**config.mk**
```make
export PLATFORM = sky130hd
export DESIGN_NAME = ashp_master
export DESIGN_NICKNAME = d
export VERILOG_FILES = /design/src/hdl/ashp_pkg.sv /design/src/hdl/ashp_buf2.sv /design/src/hdl/ashp_master.sv
export SDC_FILE = /design/constraint.sdc
export NUM_CORES = 1
export LEC_CHECK = 0
export ABC_AREA = 1
export CAP_MARGIN = 0
export CORE_ASPECT_RATIO = 0.9
export CORE_MARGIN = 2
export CORE_UTILIZATION = 65
export CTS_BUF_LIST = sky130_fd_sc_hd__clkbuf_8
export DETAILED_ROUTE_END_ITERATION = 6
export DONT_BUFFER_PORTS = 1
export PLACE_DENSITY = 0.81
export SYNTH_ARGS = -nofsm -noshare
export SYNTH_HDL_FRONTEND = slang
export SYNTH_SLANG_ARGS = --single-unit
```
**constraint.sdc**
```tcl
create_clock -name I_CORE_CLK -period 5.4 [get_ports I_CORE_CLK]
set_input_delay 0 -clock I_CORE_CLK [delete_from_list [all_inputs] [get_ports I_CORE_CLK]]
set_output_delay 0 -clock I_CORE_CLK [all_outputs]
set_load 0.02 [all_outputs]
```
**src/hdl/ashp_pkg.sv**
```systemverilog
// Shared constants and types for the graphics-port master controller
package ashp_pkg;
  localparam int ASHP_AD_W = 32;
  localparam int ASHP_CBE_W = 4;
  localparam int ASHP_SBA_W = 8;
  // 32-byte block of 4-byte words
  localparam int ASHP_BLK_BYTES = 32;
  localparam int ASHP_WORD_BYTES = 4;
  localparam int ASHP_BLK_WORDS = ASHP_BLK_BYTES / ASHP_WORD_BYTES;
  localparam int ASHP_LEN_W = $clog2(ASHP_BLK_WORDS);
  localparam int ASHP_CNT_W = $clog2(ASHP_BLK_WORDS + 1);
  localparam int ASHP_BUF_DEPTH = 2;
  localparam int ASHP_SYNC_W = 1 + 3 + ASHP_CBE_W + ASHP_AD_W;
  // Reset and idle values, plus the all-bytes-enabled code for data phases
  localparam logic [ASHP_CBE_W-1:0] ASHP_BE_ALL_N = 4'h0;
  localparam logic [ASHP_CBE_W-1:0] ASHP_CBE_RST = 4'hf;
  localparam logic [ASHP_AD_W-1:0] ASHP_AD_RST = 32'h0000_0000;
  localparam logic [ASHP_SBA_W-1:0] ASHP_SBA_IDLE = 8'hff;

  typedef enum logic [1:0] {ASHP_X1, ASHP_X2, ASHP_X4} ashp_rate_t;

  typedef enum logic [2:0] {
    ASHP_S_IDLE, ASHP_S_WLOAD, ASHP_S_ADDR, ASHP_S_IDATA,
    ASHP_S_TDATA, ASHP_S_TDRAIN, ASHP_S_TURN
  } ashp_state_t;
endpackage

```
**src/hdl/ashp_buf2.sv**
```systemverilog
// Small valid/ready buffer holding received words for the user side
`timescale 1ns/1ps
module ashp_buf2 #(
  parameter int W = 32,
  parameter int DEPTH = 2
) (
  // Clock and reset
  input wire logic i_clk,
  input wire logic i_rst,
  // Fill side
  input wire logic i_in_valid,
  input wire logic [W-1:0] i_in_data,
  output logic o_in_ready,
  output logic [$clog2(DEPTH+1)-1:0] o_level,
  // Drain side
  output logic o_out_valid,
  output logic [W-1:0] o_out_data,
  input wire logic i_out_ready
);
  localparam int PW = (DEPTH > 1) ? $clog2(DEPTH) : 1;
  localparam int CW = $clog2(DEPTH + 1);

  if (DEPTH < 2) begin : g_bad_depth
    $error("ashp_buf2: DEPTH must be at least 2");
  end

  logic [W-1:0] mem_reg [DEPTH];
  logic [PW-1:0] rd_ptr_reg, rd_ptr_next, wr_ptr_reg, wr_ptr_next;
  logic [CW-1:0] cnt_reg, cnt_next;
  logic push, pop;

  assign o_in_ready = (cnt_reg != CW'(DEPTH));
  assign o_out_valid = (cnt_reg != '0);
  assign o_out_data = mem_reg[rd_ptr_reg];
  assign o_level = cnt_reg;

  always_comb begin
    push = i_in_valid && o_in_ready;
    pop = o_out_valid && i_out_ready;
    wr_ptr_next = wr_ptr_reg;
    rd_ptr_next = rd_ptr_reg;
    if (push) begin
      wr_ptr_next = (wr_ptr_reg == PW'(DEPTH - 1)) ? '0 : PW'(wr_ptr_reg + 1'b1);
    end
    if (pop) begin
      rd_ptr_next = (rd_ptr_reg == PW'(DEPTH - 1)) ? '0 : PW'(rd_ptr_reg + 1'b1);
    end
    cnt_next = CW'(cnt_reg + CW'(push) - CW'(pop));
  end

  always_ff @(posedge i_clk) begin
    if (i_rst) begin
      rd_ptr_reg <= '0;
      wr_ptr_reg <= '0;
      cnt_reg <= '0;
    end else begin
      rd_ptr_reg <= rd_ptr_next;
      wr_ptr_reg <= wr_ptr_next;
      cnt_reg <= cnt_next;
    end
  end

  // Storage needs no reset; count guards every read
  always_ff @(posedge i_clk) begin
    if (push) begin
      mem_reg[wr_ptr_reg] <= i_in_data;
    end
  end

  property p_buf_full_refuses;
    @(posedge i_clk) disable iff (i_rst)
      (cnt_reg == CW'(DEPTH)) && !pop |=> (cnt_reg == CW'(DEPTH));
  endproperty
  a_buf_full_refuses: assert property (p_buf_full_refuses)
    else $error("buffer lost its fill level while full");
endmodule

```
**src/hdl/ashp_master.sv**
```systemverilog
// Graphics-port master: frame handshake, strobes, sideband and target receive
`timescale 1ns/1ps
module ashp_master #(
  parameter int BLK_WORDS = ashp_pkg::ASHP_BLK_WORDS
) (
  // Core clock and reset
  input wire logic I_CORE_CLK,
  input wire logic I_RST,
  // Configuration
  input ashp_pkg::ashp_rate_t I_XFER_RATE,
  input wire logic I_SBA_EN,
  // Command port (length is words minus one)
  input wire logic I_CMD_VALID,
  input wire logic I_CMD_WRITE,
  input wire logic [ashp_pkg::ASHP_AD_W-1:0] I_CMD_ADDR,
  input wire logic [ashp_pkg::ASHP_CBE_W-1:0] I_CMD_CODE_N,
  input wire logic [ashp_pkg::ASHP_LEN_W-1:0] I_CMD_LEN,
  output logic O_CMD_READY,
  output logic O_CMD_DONE,
  // Write data
  input wire logic I_WR_VALID,
  input wire logic [ashp_pkg::ASHP_AD_W-1:0] I_WR_DATA,
  output logic O_WR_READY,
  // Received data
  output logic O_RD_VALID,
  output logic [ashp_pkg::ASHP_AD_W-1:0] O_RD_DATA,
  input wire logic I_RD_READY,
  // Incoming transaction
  output logic O_TGT_START,
  output logic [ashp_pkg::ASHP_AD_W-1:0] O_TGT_ADDR,
  output logic [ashp_pkg::ASHP_CBE_W-1:0] O_TGT_CMD_N,
  // Sideband request
  input wire logic I_SBA_VALID,
  input wire logic [ashp_pkg::ASHP_SBA_W-1:0] I_SBA_DATA,
  output logic O_SBA_READY,
  // Link clock and shared pins
  input wire logic I_AGP_CLK,
  input wire logic [ashp_pkg::ASHP_AD_W-1:0] I_AD,
  output logic [ashp_pkg::ASHP_AD_W-1:0] O_AD,
  output logic O_AD_OE,
  input wire logic [ashp_pkg::ASHP_CBE_W-1:0] I_CBE_N,
  output logic [ashp_pkg::ASHP_CBE_W-1:0] O_CBE_N,
  output logic O_CBE_OE,
  input wire logic I_FRAME_N,
  output logic O_FRAME_N,
  output logic O_FRAME_OE,
  input wire logic I_IRDY_N,
  output logic O_IRDY_N,
  output logic O_IRDY_OE,
  input wire logic I_TRDY_N,
  output logic O_TRDY_N,
  output logic O_TRDY_OE,
  // Strobes
  output logic [1:0] O_AD_STB,
  output logic [1:0] O_AD_STB_OE,
  output logic [1:0] O_AD_STB_N,
  output logic [1:0] O_AD_STB_N_OE,
  output logic O_SB_STB,
  output logic O_SB_STB_OE,
  output logic O_SB_STB_N,
  output logic O_SB_STB_N_OE,
  output logic [ashp_pkg::ASHP_SBA_W-1:0] O_SBA
);
  import ashp_pkg::*;

  if (BLK_WORDS != (1 << ASHP_LEN_W)) begin : g_bad_blk
    $error("ashp_master: BLK_WORDS must match the command length field");
  end

  localparam int CW = ASHP_CNT_W;
  localparam int LW = ASHP_LEN_W;
  localparam int BLW = $clog2(ASHP_BUF_DEPTH + 1);

  // Pin synchroniser; first stage feeds only the second
  logic [ASHP_SYNC_W-1:0] sync1_reg, sync2_reg;
  logic clk_prev_reg;
  logic tick, frame_in, irdy_in, trdy_in;
  logic [ASHP_AD_W-1:0] ad_in;
  logic [ASHP_CBE_W-1:0] cbe_in;

  always_ff @(posedge I_CORE_CLK) begin
    if (I_RST) begin
      // Link clock bits rest high so release never fakes a rising edge
      sync1_reg <= {1'b1, 3'h7, ASHP_CBE_RST, ASHP_AD_RST};
      sync2_reg <= {1'b1, 3'h7, ASHP_CBE_RST, ASHP_AD_RST};
      clk_prev_reg <= 1'b1;
    end else begin
      sync1_reg <= {I_AGP_CLK, I_FRAME_N, I_IRDY_N, I_TRDY_N, I_CBE_N, I_AD};
      sync2_reg <= sync1_reg;
      clk_prev_reg <= sync2_reg[ASHP_SYNC_W-1];
    end
  end

  // Act once per rising link clock edge
  assign tick = sync2_reg[ASHP_SYNC_W-1] && !clk_prev_reg;
  assign frame_in = !sync2_reg[ASHP_SYNC_W-2];
  assign irdy_in = !sync2_reg[ASHP_SYNC_W-3];
  assign trdy_in = !sync2_reg[ASHP_SYNC_W-4];
  assign cbe_in = sync2_reg[ASHP_AD_W +: ASHP_CBE_W];
  assign ad_in = sync2_reg[ASHP_AD_W-1:0];

  // Received-word buffer
  logic push;
  logic [ASHP_AD_W-1:0] push_data;
  logic buf_ready;
  logic [BLW-1:0] buf_level;

  ashp_buf2 #(.W(ASHP_AD_W), .DEPTH(ASHP_BUF_DEPTH)) u_rx_buf (
    .i_clk(I_CORE_CLK),
    .i_rst(I_RST),
    .i_in_valid(push),
    .i_in_data(push_data),
    .o_in_ready(buf_ready),
    .o_level(buf_level),
    .o_out_valid(O_RD_VALID),
    .o_out_data(O_RD_DATA),
    .i_out_ready(I_RD_READY)
  );

  // Transaction state
  ashp_state_t state_reg, state_next;
  logic wr_reg, wr_next, tlast_reg, tlast_next;
  logic [LW-1:0] len_reg, len_next;
  logic [CW-1:0] idx_reg, idx_next, drain_reg, drain_next;
  logic [ASHP_AD_W-1:0] addr_reg, addr_next, ad_reg, ad_next;
  logic [ASHP_CBE_W-1:0] cmd_reg, cmd_next, cbe_reg, cbe_next;
  logic frame_reg, frame_next, irdy_reg, irdy_next, trdy_reg, trdy_next;
  logic ad_oe_reg, ad_oe_next, ctl_oe_reg, ctl_oe_next, trdy_oe_reg, trdy_oe_next;
  logic done_reg, done_next, tstart_reg, tstart_next;
  logic [ASHP_AD_W-1:0] taddr_reg, taddr_next;
  logic [ASHP_CBE_W-1:0] tcmd_reg, tcmd_next;
  logic [ASHP_AD_W-1:0] blk_mem [BLK_WORDS];
  logic mem_we;
  logic [LW-1:0] mem_wa;
  logic [ASHP_AD_W-1:0] mem_wd;
  logic phase_done, room;
  logic [CW-1:0] cur;

  assign O_CMD_READY = (state_reg == ASHP_S_IDLE) && !(tick && frame_in);
  assign O_WR_READY = (state_reg == ASHP_S_WLOAD);

  always_comb begin
    state_next = state_reg;
    wr_next = wr_reg;
    tlast_next = tlast_reg;
    len_next = len_reg;
    idx_next = idx_reg;
    drain_next = drain_reg;
    addr_next = addr_reg;
    cmd_next = cmd_reg;
    ad_next = ad_reg;
    cbe_next = cbe_reg;
    frame_next = frame_reg;
    irdy_next = irdy_reg;
    trdy_next = trdy_reg;
    ad_oe_next = ad_oe_reg;
    ctl_oe_next = ctl_oe_reg;
    trdy_oe_next = trdy_oe_reg;
    taddr_next = taddr_reg;
    tcmd_next = tcmd_reg;
    done_next = 1'b0;
    tstart_next = 1'b0;
    mem_we = 1'b0;
    mem_wa = idx_reg[LW-1:0];
    mem_wd = ad_in;
    push = 1'b0;
    push_data = ad_in;
    phase_done = 1'b0;
    room = 1'b0;
    cur = idx_reg;
    unique case (state_reg)
      ASHP_S_IDLE: begin
        if (tick && frame_in) begin
          // Incoming access wins over a new command
          taddr_next = ad_in;
          tcmd_next = cbe_in;
          tstart_next = 1'b1;
          idx_next = '0;
          trdy_oe_next = 1'b1;
          trdy_next = 1'b0;
          state_next = ASHP_S_TDATA;
        end else if (I_CMD_VALID) begin
          wr_next = I_CMD_WRITE;
          addr_next = I_CMD_ADDR;
          cmd_next = I_CMD_CODE_N;
          len_next = I_CMD_LEN;
          idx_next = '0;
          state_next = I_CMD_WRITE ? ASHP_S_WLOAD : ASHP_S_ADDR;
        end
      end
      ASHP_S_WLOAD: begin
        // Whole write is held locally before the access starts
        if (I_WR_VALID) begin
          mem_we = 1'b1;
          mem_wd = I_WR_DATA;
          idx_next = CW'(idx_reg + 1'b1);
          if (idx_reg[LW-1:0] == len_reg) begin
            idx_next = '0;
            state_next = ASHP_S_ADDR;
          end
        end
      end
      ASHP_S_ADDR: begin
        if (tick) begin
          frame_next = 1'b1;
          ctl_oe_next = 1'b1;
          irdy_next = 1'b0;
          ad_next = addr_reg;
          ad_oe_next = 1'b1;
          cbe_next = cmd_reg;
          state_next = ASHP_S_IDATA;
        end
      end
      ASHP_S_IDATA: begin
        if (tick) begin
          phase_done = irdy_reg && trdy_in;
          cur = phase_done ? CW'(idx_reg + 1'b1) : idx_reg;
          idx_next = cur;
          if (phase_done && !wr_reg) begin
            push = 1'b1;
          end
          if (phase_done && (idx_reg[LW-1:0] == len_reg)) begin
            frame_next = 1'b0;
            irdy_next = 1'b0;
            ctl_oe_next = 1'b0;
            ad_oe_next = 1'b0;
            done_next = 1'b1;
            state_next = ASHP_S_TURN;
          end else begin
            // Reads wait for room that survives this cycle's push
            room = (BLW'(buf_level + BLW'(push)) < BLW'(ASHP_BUF_DEPTH));
            irdy_next = wr_reg || room;
            frame_next = !((cur[LW-1:0] == len_reg) && (wr_reg || room));
            ad_next = blk_mem[cur[LW-1:0]];
            ad_oe_next = wr_reg;
            cbe_next = ASHP_BE_ALL_N;
          end
        end
      end
      ASHP_S_TDATA: begin
        if (tick) begin
          phase_done = trdy_reg && irdy_in;
          if (phase_done) begin
            mem_we = 1'b1;
            idx_next = CW'(idx_reg + 1'b1);
          end
          if (phase_done && (!frame_in || idx_reg == CW'(BLK_WORDS - 1))) begin
            trdy_next = 1'b0;
            tlast_next = !frame_in;
            drain_next = '0;
            state_next = ASHP_S_TDRAIN;
          end else begin
            trdy_next = 1'b1;
          end
        end
      end
      ASHP_S_TDRAIN: begin
        push_data = blk_mem[drain_reg[LW-1:0]];
        if (drain_reg == idx_reg) begin
          idx_next = '0;
          if (tlast_reg) begin
            trdy_oe_next = 1'b0;
            state_next = ASHP_S_TURN;
          end else begin
            state_next = ASHP_S_TDATA;
          end
        end else if (buf_ready) begin
          push = 1'b1;
          drain_next = CW'(drain_reg + 1'b1);
        end
      end
      ASHP_S_TURN: begin
        // One idle link clock between owners
        if (tick) begin
          state_next = ASHP_S_IDLE;
        end
      end
    endcase
  end

  always_ff @(posedge I_CORE_CLK) begin
    if (I_RST) begin
      state_reg <= ASHP_S_IDLE;
      wr_reg <= 1'b0;
      tlast_reg <= 1'b0;
      len_reg <= '0;
      idx_reg <= '0;
      drain_reg <= '0;
      addr_reg <= ASHP_AD_RST;
      cmd_reg <= ASHP_CBE_RST;
      ad_reg <= ASHP_AD_RST;
      cbe_reg <= ASHP_CBE_RST;
      frame_reg <= 1'b0;
      irdy_reg <= 1'b0;
      trdy_reg <= 1'b0;
      ad_oe_reg <= 1'b0;
      ctl_oe_reg <= 1'b0;
      trdy_oe_reg <= 1'b0;
      done_reg <= 1'b0;
      tstart_reg <= 1'b0;
      taddr_reg <= ASHP_AD_RST;
      tcmd_reg <= ASHP_CBE_RST;
    end else begin
      state_reg <= state_next;
      wr_reg <= wr_next;
      tlast_reg <= tlast_next;
      len_reg <= len_next;
      idx_reg <= idx_next;
      drain_reg <= drain_next;
      addr_reg <= addr_next;
      cmd_reg <= cmd_next;
      ad_reg <= ad_next;
      cbe_reg <= cbe_next;
      frame_reg <= frame_next;
      irdy_reg <= irdy_next;
      trdy_reg <= trdy_next;
      ad_oe_reg <= ad_oe_next;
      ctl_oe_reg <= ctl_oe_next;
      trdy_oe_reg <= trdy_oe_next;
      done_reg <= done_next;
      tstart_reg <= tstart_next;
      taddr_reg <= taddr_next;
      tcmd_reg <= tcmd_next;
    end
  end

  always_ff @(posedge I_CORE_CLK) begin
    if (mem_we) begin
      blk_mem[mem_wa] <= mem_wd;
    end
  end

  // Strobes and sideband
  logic stb_reg, stb_next, ad_src_reg, ad_src_next, sb_src_reg, sb_src_next;
  logic [ASHP_SBA_W-1:0] sba_reg, sba_next;
  logic sba_fast;

  assign sba_fast = I_SBA_EN && (I_XFER_RATE != ASHP_X1);
  // Sideband requests never touch frame or the ready lines
  assign O_SBA_READY = tick && I_SBA_EN;

  always_comb begin
    stb_next = sync2_reg[ASHP_SYNC_W-1];
    ad_src_next = ad_oe_next && (I_XFER_RATE != ASHP_X1);
    sb_src_next = sba_fast;
    sba_next = sba_reg;
    if (O_SBA_READY) begin
      sba_next = I_SBA_VALID ? I_SBA_DATA : ASHP_SBA_IDLE;
    end
  end

  always_ff @(posedge I_CORE_CLK) begin
    if (I_RST) begin
      stb_reg <= 1'b0;
      ad_src_reg <= 1'b0;
      sb_src_reg <= 1'b0;
      sba_reg <= ASHP_SBA_IDLE;
    end else begin
      stb_reg <= stb_next;
      ad_src_reg <= ad_src_next;
      sb_src_reg <= sb_src_next;
      sba_reg <= sba_next;
    end
  end

  assign O_AD_STB = {stb_reg, stb_reg};
  assign O_AD_STB_N = {!stb_reg, !stb_reg};
  assign O_AD_STB_OE = {2{ad_src_reg}};
  assign O_AD_STB_N_OE = {2{ad_src_reg}};
  assign O_SB_STB = stb_reg;
  assign O_SB_STB_N = !stb_reg;
  assign O_SB_STB_OE = sb_src_reg;
  assign O_SB_STB_N_OE = sb_src_reg;
  assign O_SBA = sba_reg;
  assign O_AD = ad_reg;
  assign O_AD_OE = ad_oe_reg;
  assign O_CBE_N = cbe_reg;
  assign O_CBE_OE = ad_oe_reg || (ctl_oe_reg && !ad_oe_reg);
  assign O_FRAME_N = !frame_reg;
  assign O_FRAME_OE = ctl_oe_reg;
  assign O_IRDY_N = !irdy_reg;
  assign O_IRDY_OE = ctl_oe_reg;
  assign O_TRDY_N = !trdy_reg;
  assign O_TRDY_OE = trdy_oe_reg;
  assign O_CMD_DONE = done_reg;
  assign O_TGT_START = tstart_reg;
  assign O_TGT_ADDR = taddr_reg;
  assign O_TGT_CMD_N = tcmd_reg;

  // Checks
  property p_stb_low;
    @(posedge I_CORE_CLK) disable iff (I_RST)
      ad_oe_reg && (I_XFER_RATE != ASHP_X1) && $stable(I_XFER_RATE) |-> O_AD_STB_OE[0];
  endproperty
  a_stb_low: assert property (p_stb_low) else $error("low strobe idle while sourcing");
  property p_stb_high;
    @(posedge I_CORE_CLK) disable iff (I_RST)
      O_AD_STB_OE[1] |-> O_AD_STB_OE[0] && (O_AD_STB[1] == O_AD_STB[0]);
  endproperty
  a_stb_high: assert property (p_stb_high) else $error("high strobe not paired with low");
  property p_src_only;
    @(posedge I_CORE_CLK) disable iff (I_RST)
      O_AD_STB_OE[0] |-> !O_TRDY_OE && ad_oe_reg;
  endproperty
  a_src_only: assert property (p_src_only) else $error("strobe driven while receiving");
  property p_stb_pair;
    @(posedge I_CORE_CLK) disable iff (I_RST)
      O_AD_STB_OE[0] |-> O_AD_STB_N_OE[0] && (O_AD_STB_N[0] != O_AD_STB[0]);
  endproperty
  a_stb_pair: assert property (p_stb_pair) else $error("strobe complement not paired");
  property p_sb_pair;
    @(posedge I_CORE_CLK) disable iff (I_RST)
      O_SB_STB_OE |-> O_SB_STB_N_OE && (O_SB_STB_N != O_SB_STB) && $past(I_SBA_EN);
  endproperty
  a_sb_pair: assert property (p_sb_pair) else $error("sideband strobe pair broken");
  property p_frame_only_framed;
    @(posedge I_CORE_CLK) disable iff (I_RST)
      frame_reg |-> (state_reg == ASHP_S_IDATA) && ctl_oe_reg;
  endproperty
  a_frame_only_framed: assert property (p_frame_only_framed) else $error("frame out of access");
  property p_no_wr_wait;
    @(posedge I_CORE_CLK) disable iff (I_RST)
      wr_reg && $fell(irdy_reg) |-> (state_reg == ASHP_S_TURN) && done_reg;
  endproperty
  a_no_wr_wait: assert property (p_no_wr_wait) else $error("write wait state inserted");
  property p_trdy_block;
    @(posedge I_CORE_CLK) disable iff (I_RST)
      $rose(trdy_reg) |-> (idx_reg == '0) && (state_reg == ASHP_S_TDATA);
  endproperty
  a_trdy_block: assert property (p_trdy_block) else $error("target ready without block room");
  property p_phase_end;
    @(posedge I_CORE_CLK) disable iff (I_RST)
      tick && (state_reg == ASHP_S_IDATA) && irdy_reg && trdy_in
        && (idx_reg[LW-1:0] == len_reg) |=> done_reg ##1 !done_reg;
  endproperty
  a_phase_end: assert property (p_phase_end) else $error("final phase not completed");
  property p_phase_wait;
    @(posedge I_CORE_CLK) disable iff (I_RST)
      tick && (state_reg == ASHP_S_IDATA) && !(irdy_reg && trdy_in) |=> $stable(idx_reg);
  endproperty
  a_phase_wait: assert property (p_phase_wait) else $error("phase advanced without both readies");
  c_write: cover property (@(posedge I_CORE_CLK) disable iff (I_RST) done_reg && wr_reg);
  c_read: cover property (@(posedge I_CORE_CLK) disable iff (I_RST) done_reg && !wr_reg);
  c_tgt_blk: cover property (@(posedge I_CORE_CLK) disable iff (I_RST)
    (state_reg == ASHP_S_TDRAIN) && !tlast_reg);
endmodule

```
# Word-level counts from Yosys, hierarchy flattened
# Memories as Yosys holds them, arrays and structs flattened. A register that Yosys moved wholly into a read port is not among the register bits.
# Cells that the tools add are included.
# totals
in_bits,129
memories,2
ram_bits,320
regBits,228
word_cells,212
output_inout_bits,138
# op_classes
bitwise,4
addsub,7
eq_ne,28
n_lt_le_gt_ge,1
reduce_logical,52
muxes,87
# mem_list
name,depth,width,read_ports,rd_clocked_by_memory_dff,wr,line,source
blk_mem,8,32,2,1,1,ashp_master.sv:132,logic [ASHP_AD_W-1:0] blk_mem [BLK_WORDS];
u_rx_buf.mem_reg,2,32,1,1,1,ashp_buf2.sv:27,logic [W-1:0] mem_reg [DEPTH];
# op_table
operator,n
$mux W32,6
$mux W4,16
$pmux W32 S2,1
$mux W3,13
$mux W1,36
$ne A2 B2 Y1 const B,14
$pmux W3 S7,1
$pmux W4 S5,1
$pmux W1 S2,8
$pmux W4 S2,2
$logic_and A1 B1 Y1,15
$logic_not A1 Y1,12
$reduce_and A3 Y1,4
$reduce_and A4 Y1,3
$reduce_bool A2 Y1,6
$reduce_and A10 Y1,1
$eq A3 B3 Y1 const B,3
$add A4 B1 Y4 const B,2
$mux W8,1
$reduce_and A8 Y1,1
$reduce_and A7 Y1,1
$eq A3 B2 Y1 const B,2
$eq A3 B3 Y1,2
$ne A2 B1 Y1 const B,3
other kinds (17),25

# Depth between registers and ports, before layout
# depth
ltp_word,14
ltp_mapped,14
ltp_nobuf,13

# By module
# From an unflattened synthesis, not the netlist that was laid out.
# hier_totals
hier_cells,2701
area_unflattened_um2,24398.4
# modules_own_cells
mod,instances,seq_area_each_um2,cells_per_inst,area_per_inst_um2
ashp_master,1,12231.7,2562,21680.8
ashp_buf2,1,2021.9,139,2717.6

# Least setup slack after synthesis
# OpenSTA, ideal clock, no wires.
# synth_path
kind,register -> register
startpoint,reg state_reg[2]
endpoint,"mem blk_mem[6][0], enable pin"
t_required_ns,4.939
stages_incl_launch_ff,11
synth_period_minus_slack_ns,3.875
path_buffers,1
t_arrival_ns,3.414
setup_time_ns,0.461
setup_slack_ns,1.525
cell_sequence,dfxtp_1 > buf_2 > inv_2 > nand2_1 > nor2_2 > nand2_1 > inv_1 > nor2_1 > inv_1 > nand2_1 > nor3_1
# synth_between
elab_chain_len,4
word_cells_on_any_way,5
cone_classes,2 x eq/ne; 3 x mux
# synth_rtl
item,line,source
start: declaration,ashp_master.sv:121,"ashp_state_t state_reg, state_next;"
start signal: assignment,ashp_master.sv:304,state_reg <= state_next;
$eq A3 B1 Y1,-,
named net O_WR_READY,ashp_master.sv:23,"output logic O_WR_READY,"
$pmux W1 S2,ashp_master.sv:171,unique case (state_reg)
$mux W1,ashp_master.sv:328,if (mem_we) begin
$mux W1 (not written as such),ashp_master.sv:329,blk_mem[mem_wa] <= mem_wd;
end: declaration,ashp_master.sv:132,
# The timed path passes the listed nets, and every way through them passes these cells.

# Final worst setup path
# layout_path
startpoint,reg state_reg[1]
endpoint,reg ad_reg[15] (netlist: O_AD[15])
# layout_between
elab_chain_len,3
word_cells_on_any_way,8
cone_classes,5 x eq/ne; 1 x mux; 2 x reduce/logical
# layout_rtl
item,line,source
$eq A3 B2 Y1,ashp_master.sv:171,
$ne A2 B2 Y1 (no source line) or $reduce_bool A2 Y1 (tied branches),-,
$reduce_and A4 Y1 (no source line),-,
end signal: assignment,ashp_master.sv:312,ad_reg <= ad_next;
end: declaration,ashp_master.sv:125,"logic [ASHP_AD_W-1:0] addr_reg, addr_next, ad_reg, ad_next;"
# Several ways; a longest one is shown, not always the timed one.
# A chain may end at the register's enable or synchronous reset.

==> results.md <==
* DRC at 0
* Tmin final at ~3.3 ns
* Sequential element share of the synthesized area at about three fifths
* DIE AREA at 38700 um^2
* Vias in the first global route at a little under 20k
* Status: complete, but fails checks
* Final hold viol count at 0
* Worst hold endpoint: blk_mem[7][23]$_DFFE_PP_
* Post-synth cell types at 35
* Critical path endpoint category: register
* Row cnt at between 60 and 70
* Static leakage at approximately 11 nW
* Hold_sp: I_WR_DATA[23]
* Drt initial violations at about 2.9k
* Fraction of layout instances using a drive strength above 1 at under 10%
* Area grow syn2layout at 14.8%
* Cells after Synth at between 2k and 3k
* Peak Freq at 0.302 GHz
* CP startpoint kind: register
* R2R Path Start: state_reg[1]$_SDFFE_PP0P_
* Worst slew margin at -3.82%
* Worst r2r dst: O_AD[15]$_SDFFE_PP0P_
* WL per Instance at 21.7 um
* Buffers on Ports at 0
* Primary FF master, synth: edfxtp_1
* Die X at 207 um
* Initial antenna violation count at 0
* Critical Path RT at 6.00 ns
* Ys async rst share at 0%
* Routed vias/inst at ~6.0
* Register-to-Register Path Depth at 10
* Slew Limit Fails at 9
* Mapped cell area at about 24000 um^2
* Setup TNS Final at 0 ns
* Via count at 20.4k
* Height of the die at about 190 um
* Critical path type: reg -> reg
* Gpl congestion at about 0.9
* Total core area at about 36000 um^2
* DP HPWL at between 40 and 50 mm
* Hold Crit Depth at 2
* Root Driver: clkbuf_8
* # diodes at 0
* Synth Area per Inst at 8.85 um^2
* Failing checks: max-capacitance violations, max-slew violations
* Maxcap violations at 1
* Fin util at between 70% and 80%
* Total GRT Usage at a little over a third
* CTS Buf Count at 84
* Syn nets at 2858
* Flop-to-flop setup slack at about 2.1 ns
* Peak VDD IR at approximately 0.31 mV
* Min-Delay Path Class: in -> reg
* First-pass GRT wire length at 110 mm
* Fill count at around 2.5k
* Fin crit share at between 60% and 70%
* Number of synthesized flops with an enable pin at 320
* CP Max Fanout at 46
* Worst Path Arrival at between 3 and 4 ns
* Starting density of the core at approximately two thirds
* CTS HTree Levels at 3
* Final setup vio count at 0
* Worst skew pair latency at between 0.6 and 0.7 ns
* Antenna viol nets, final at 0
* I/O pin count at 267
* Net count reported at finish at a little under 3k
* Clock-pin slew on the worst setup and hold paths at ~0.06 ns
* Unrepaired setup endpoints after global routing: false
* Largest net degree at the start of global routing at ~130
* CTS tree: done
* Final wirelength at approximately 73 mm
* Synth warn at 0
* CTS sink cnt at about 550
* Grt total ovfl at 0
* Drt pass-1 iters at 6
* Yosys reg bits at 552
* Pre-CTS WS at 2.16 ns
* Clock Skew at between 0.03 and 0.04 ns
* Max FFs per register at 256
* Multi-input gate area at between 7000 and 8000 um^2
* Postcts setup bufs at 0
* Worst-Margin Slew at between 1.5 and 2 ns
* Pwr dens at 391 nW/um^2
* Post-route worst setup slack at 2.09 ns
* Register Area at 14300 um^2
* Worst-case clock buffer depth at 3
[cells by family after synthesis]
kind of cell | count (synthesis) | share of synthesized area (%)
and+or+nand+nor | 1057 | 18.2
DFF | 552 | 59.1
AOI/OAI and AO/OA | 545 | 11.9
buffers and inverters | 531 | 8.93
muxes | 32 | 1.49
xor gates and xnor gates | 4 | 0.145
adders and majority gates | 4 | 0.207
[Yosys cell counts, types with 28 or more instances]
library cell | number | area share, %
nor2_1 | 266 | 4.1
buf_2 | 65 | 1.3
a21oi_1 | 183 | 3.8
nand2_1 | 495 | 7.7
o221ai_1 | 28 | 1.0
edfxtp_1 | 320 | 40
nand3_1 | 258 | 5.4
inv_1 | 343 | 5.3
dfxtp_1 | 232 | 19
mux2_2 | 32 | 1.5
o21ai_1 | 51 | 1.1
clkbuf_1 | 76 | 1.2
o21ai_0 | 265 | 5.5
[worst max-delay path: stages (launching register included)]
cell and delay, ns:
dfxtp_1 0.52, nand2_1 0.17, nor2_4 0.10, buf_4 0.40, nand2_1 0.20, o21ai_4 0.96
buf_4 0.43, nor2_1 0.15, nand3_1 0.12, nand2_1 0.08, inv_1 0.06
[how the worst max path moves through the flow]
| stage | startpoint | to |
|---|---|---|
| after floorplan | state_reg[2]$_SDFFE_PP0P_ | blk_mem[6][0]$_DFFE_PP_ |
| after global placement | state_reg[1]$_SDFFE_PP0P_ | O_AD[7]$_SDFFE_PP0P_ |
| after detailed placement | state_reg[1]$_SDFFE_PP0P_ | O_AD[15]$_SDFFE_PP0P_ |
| after CTS | state_reg[1]$_SDFFE_PP0P_ | O_AD[15]$_SDFFE_PP0P_ |
| after global routing | state_reg[1]$_SDFFE_PP0P_ | O_AD[15]$_SDFFE_PP0P_ |
| final | state_reg[1]$_SDFFE_PP0P_ | O_AD[15]$_SDFFE_PP0P_ |
[report_power, final]
part / switching, mW / internal (mW)
combinational: 1.70 / 0.671
clock: 1.72 / 1.86
sequential: 0.172 / 4.71
[cell usage in the layout, fill, tap and decap left out, types with 28 or more instances in the layout]
cell type,count
nand2_1,494
edfxtp_1,320
buf_4,30
clkbuf_8,103
a21oi_1,183
dfxtp_1,230
o221ai_1,28
mux2_2,32
o21ai_1,56
dlygate4sd3_1,173
o21ai_0,260
nor2_1,256
nand3_1,258
inv_1,364
[per-stage QoR]
stage,power (mW),instances,instance area [um^2],hold slack [ns]
final,10.8,3383,27700,0.00956
after global routing,11.2,3383,27700,-0.0107
after CTS,10.7,3378,27600,0.00682
after detailed placement,7.08,3054,24200,0.0870
after global placement,7.02,3054,24200,0.0883
after floorplan,6.48,2725,24100,0.104
[metal layers]
layer / global-route usage, % / up-vias / share of wire [%]
met4: 11.0 / 0 / 2.2
met5: 0 / - / 0
met3: 14.8 / 160 / 17
met1: 50.9 / 9465 / 39
met2: 53.0 / 1558 / 42
li1: - / 9233 / -
[layout make-up]
class / instances / share of cell area, %
multi-input cells: 1642 / 28.0
well taps: 476 / 2.15
clock buffers: 103 / 5.12
inverters: 354 / 4.80
flip-flops and latches: 552 / 51.5
clock inverters: 51 / 1.22
repair buffers: 205 / 7.18
[repair_timing]
action | 4_1_cts | 5_1_grt
endpoints found under the hold margin | 345 | 20
resized for setup | 0 | 0
hold buffers | 170 | 4
Power figures use the tool's default switching activity.
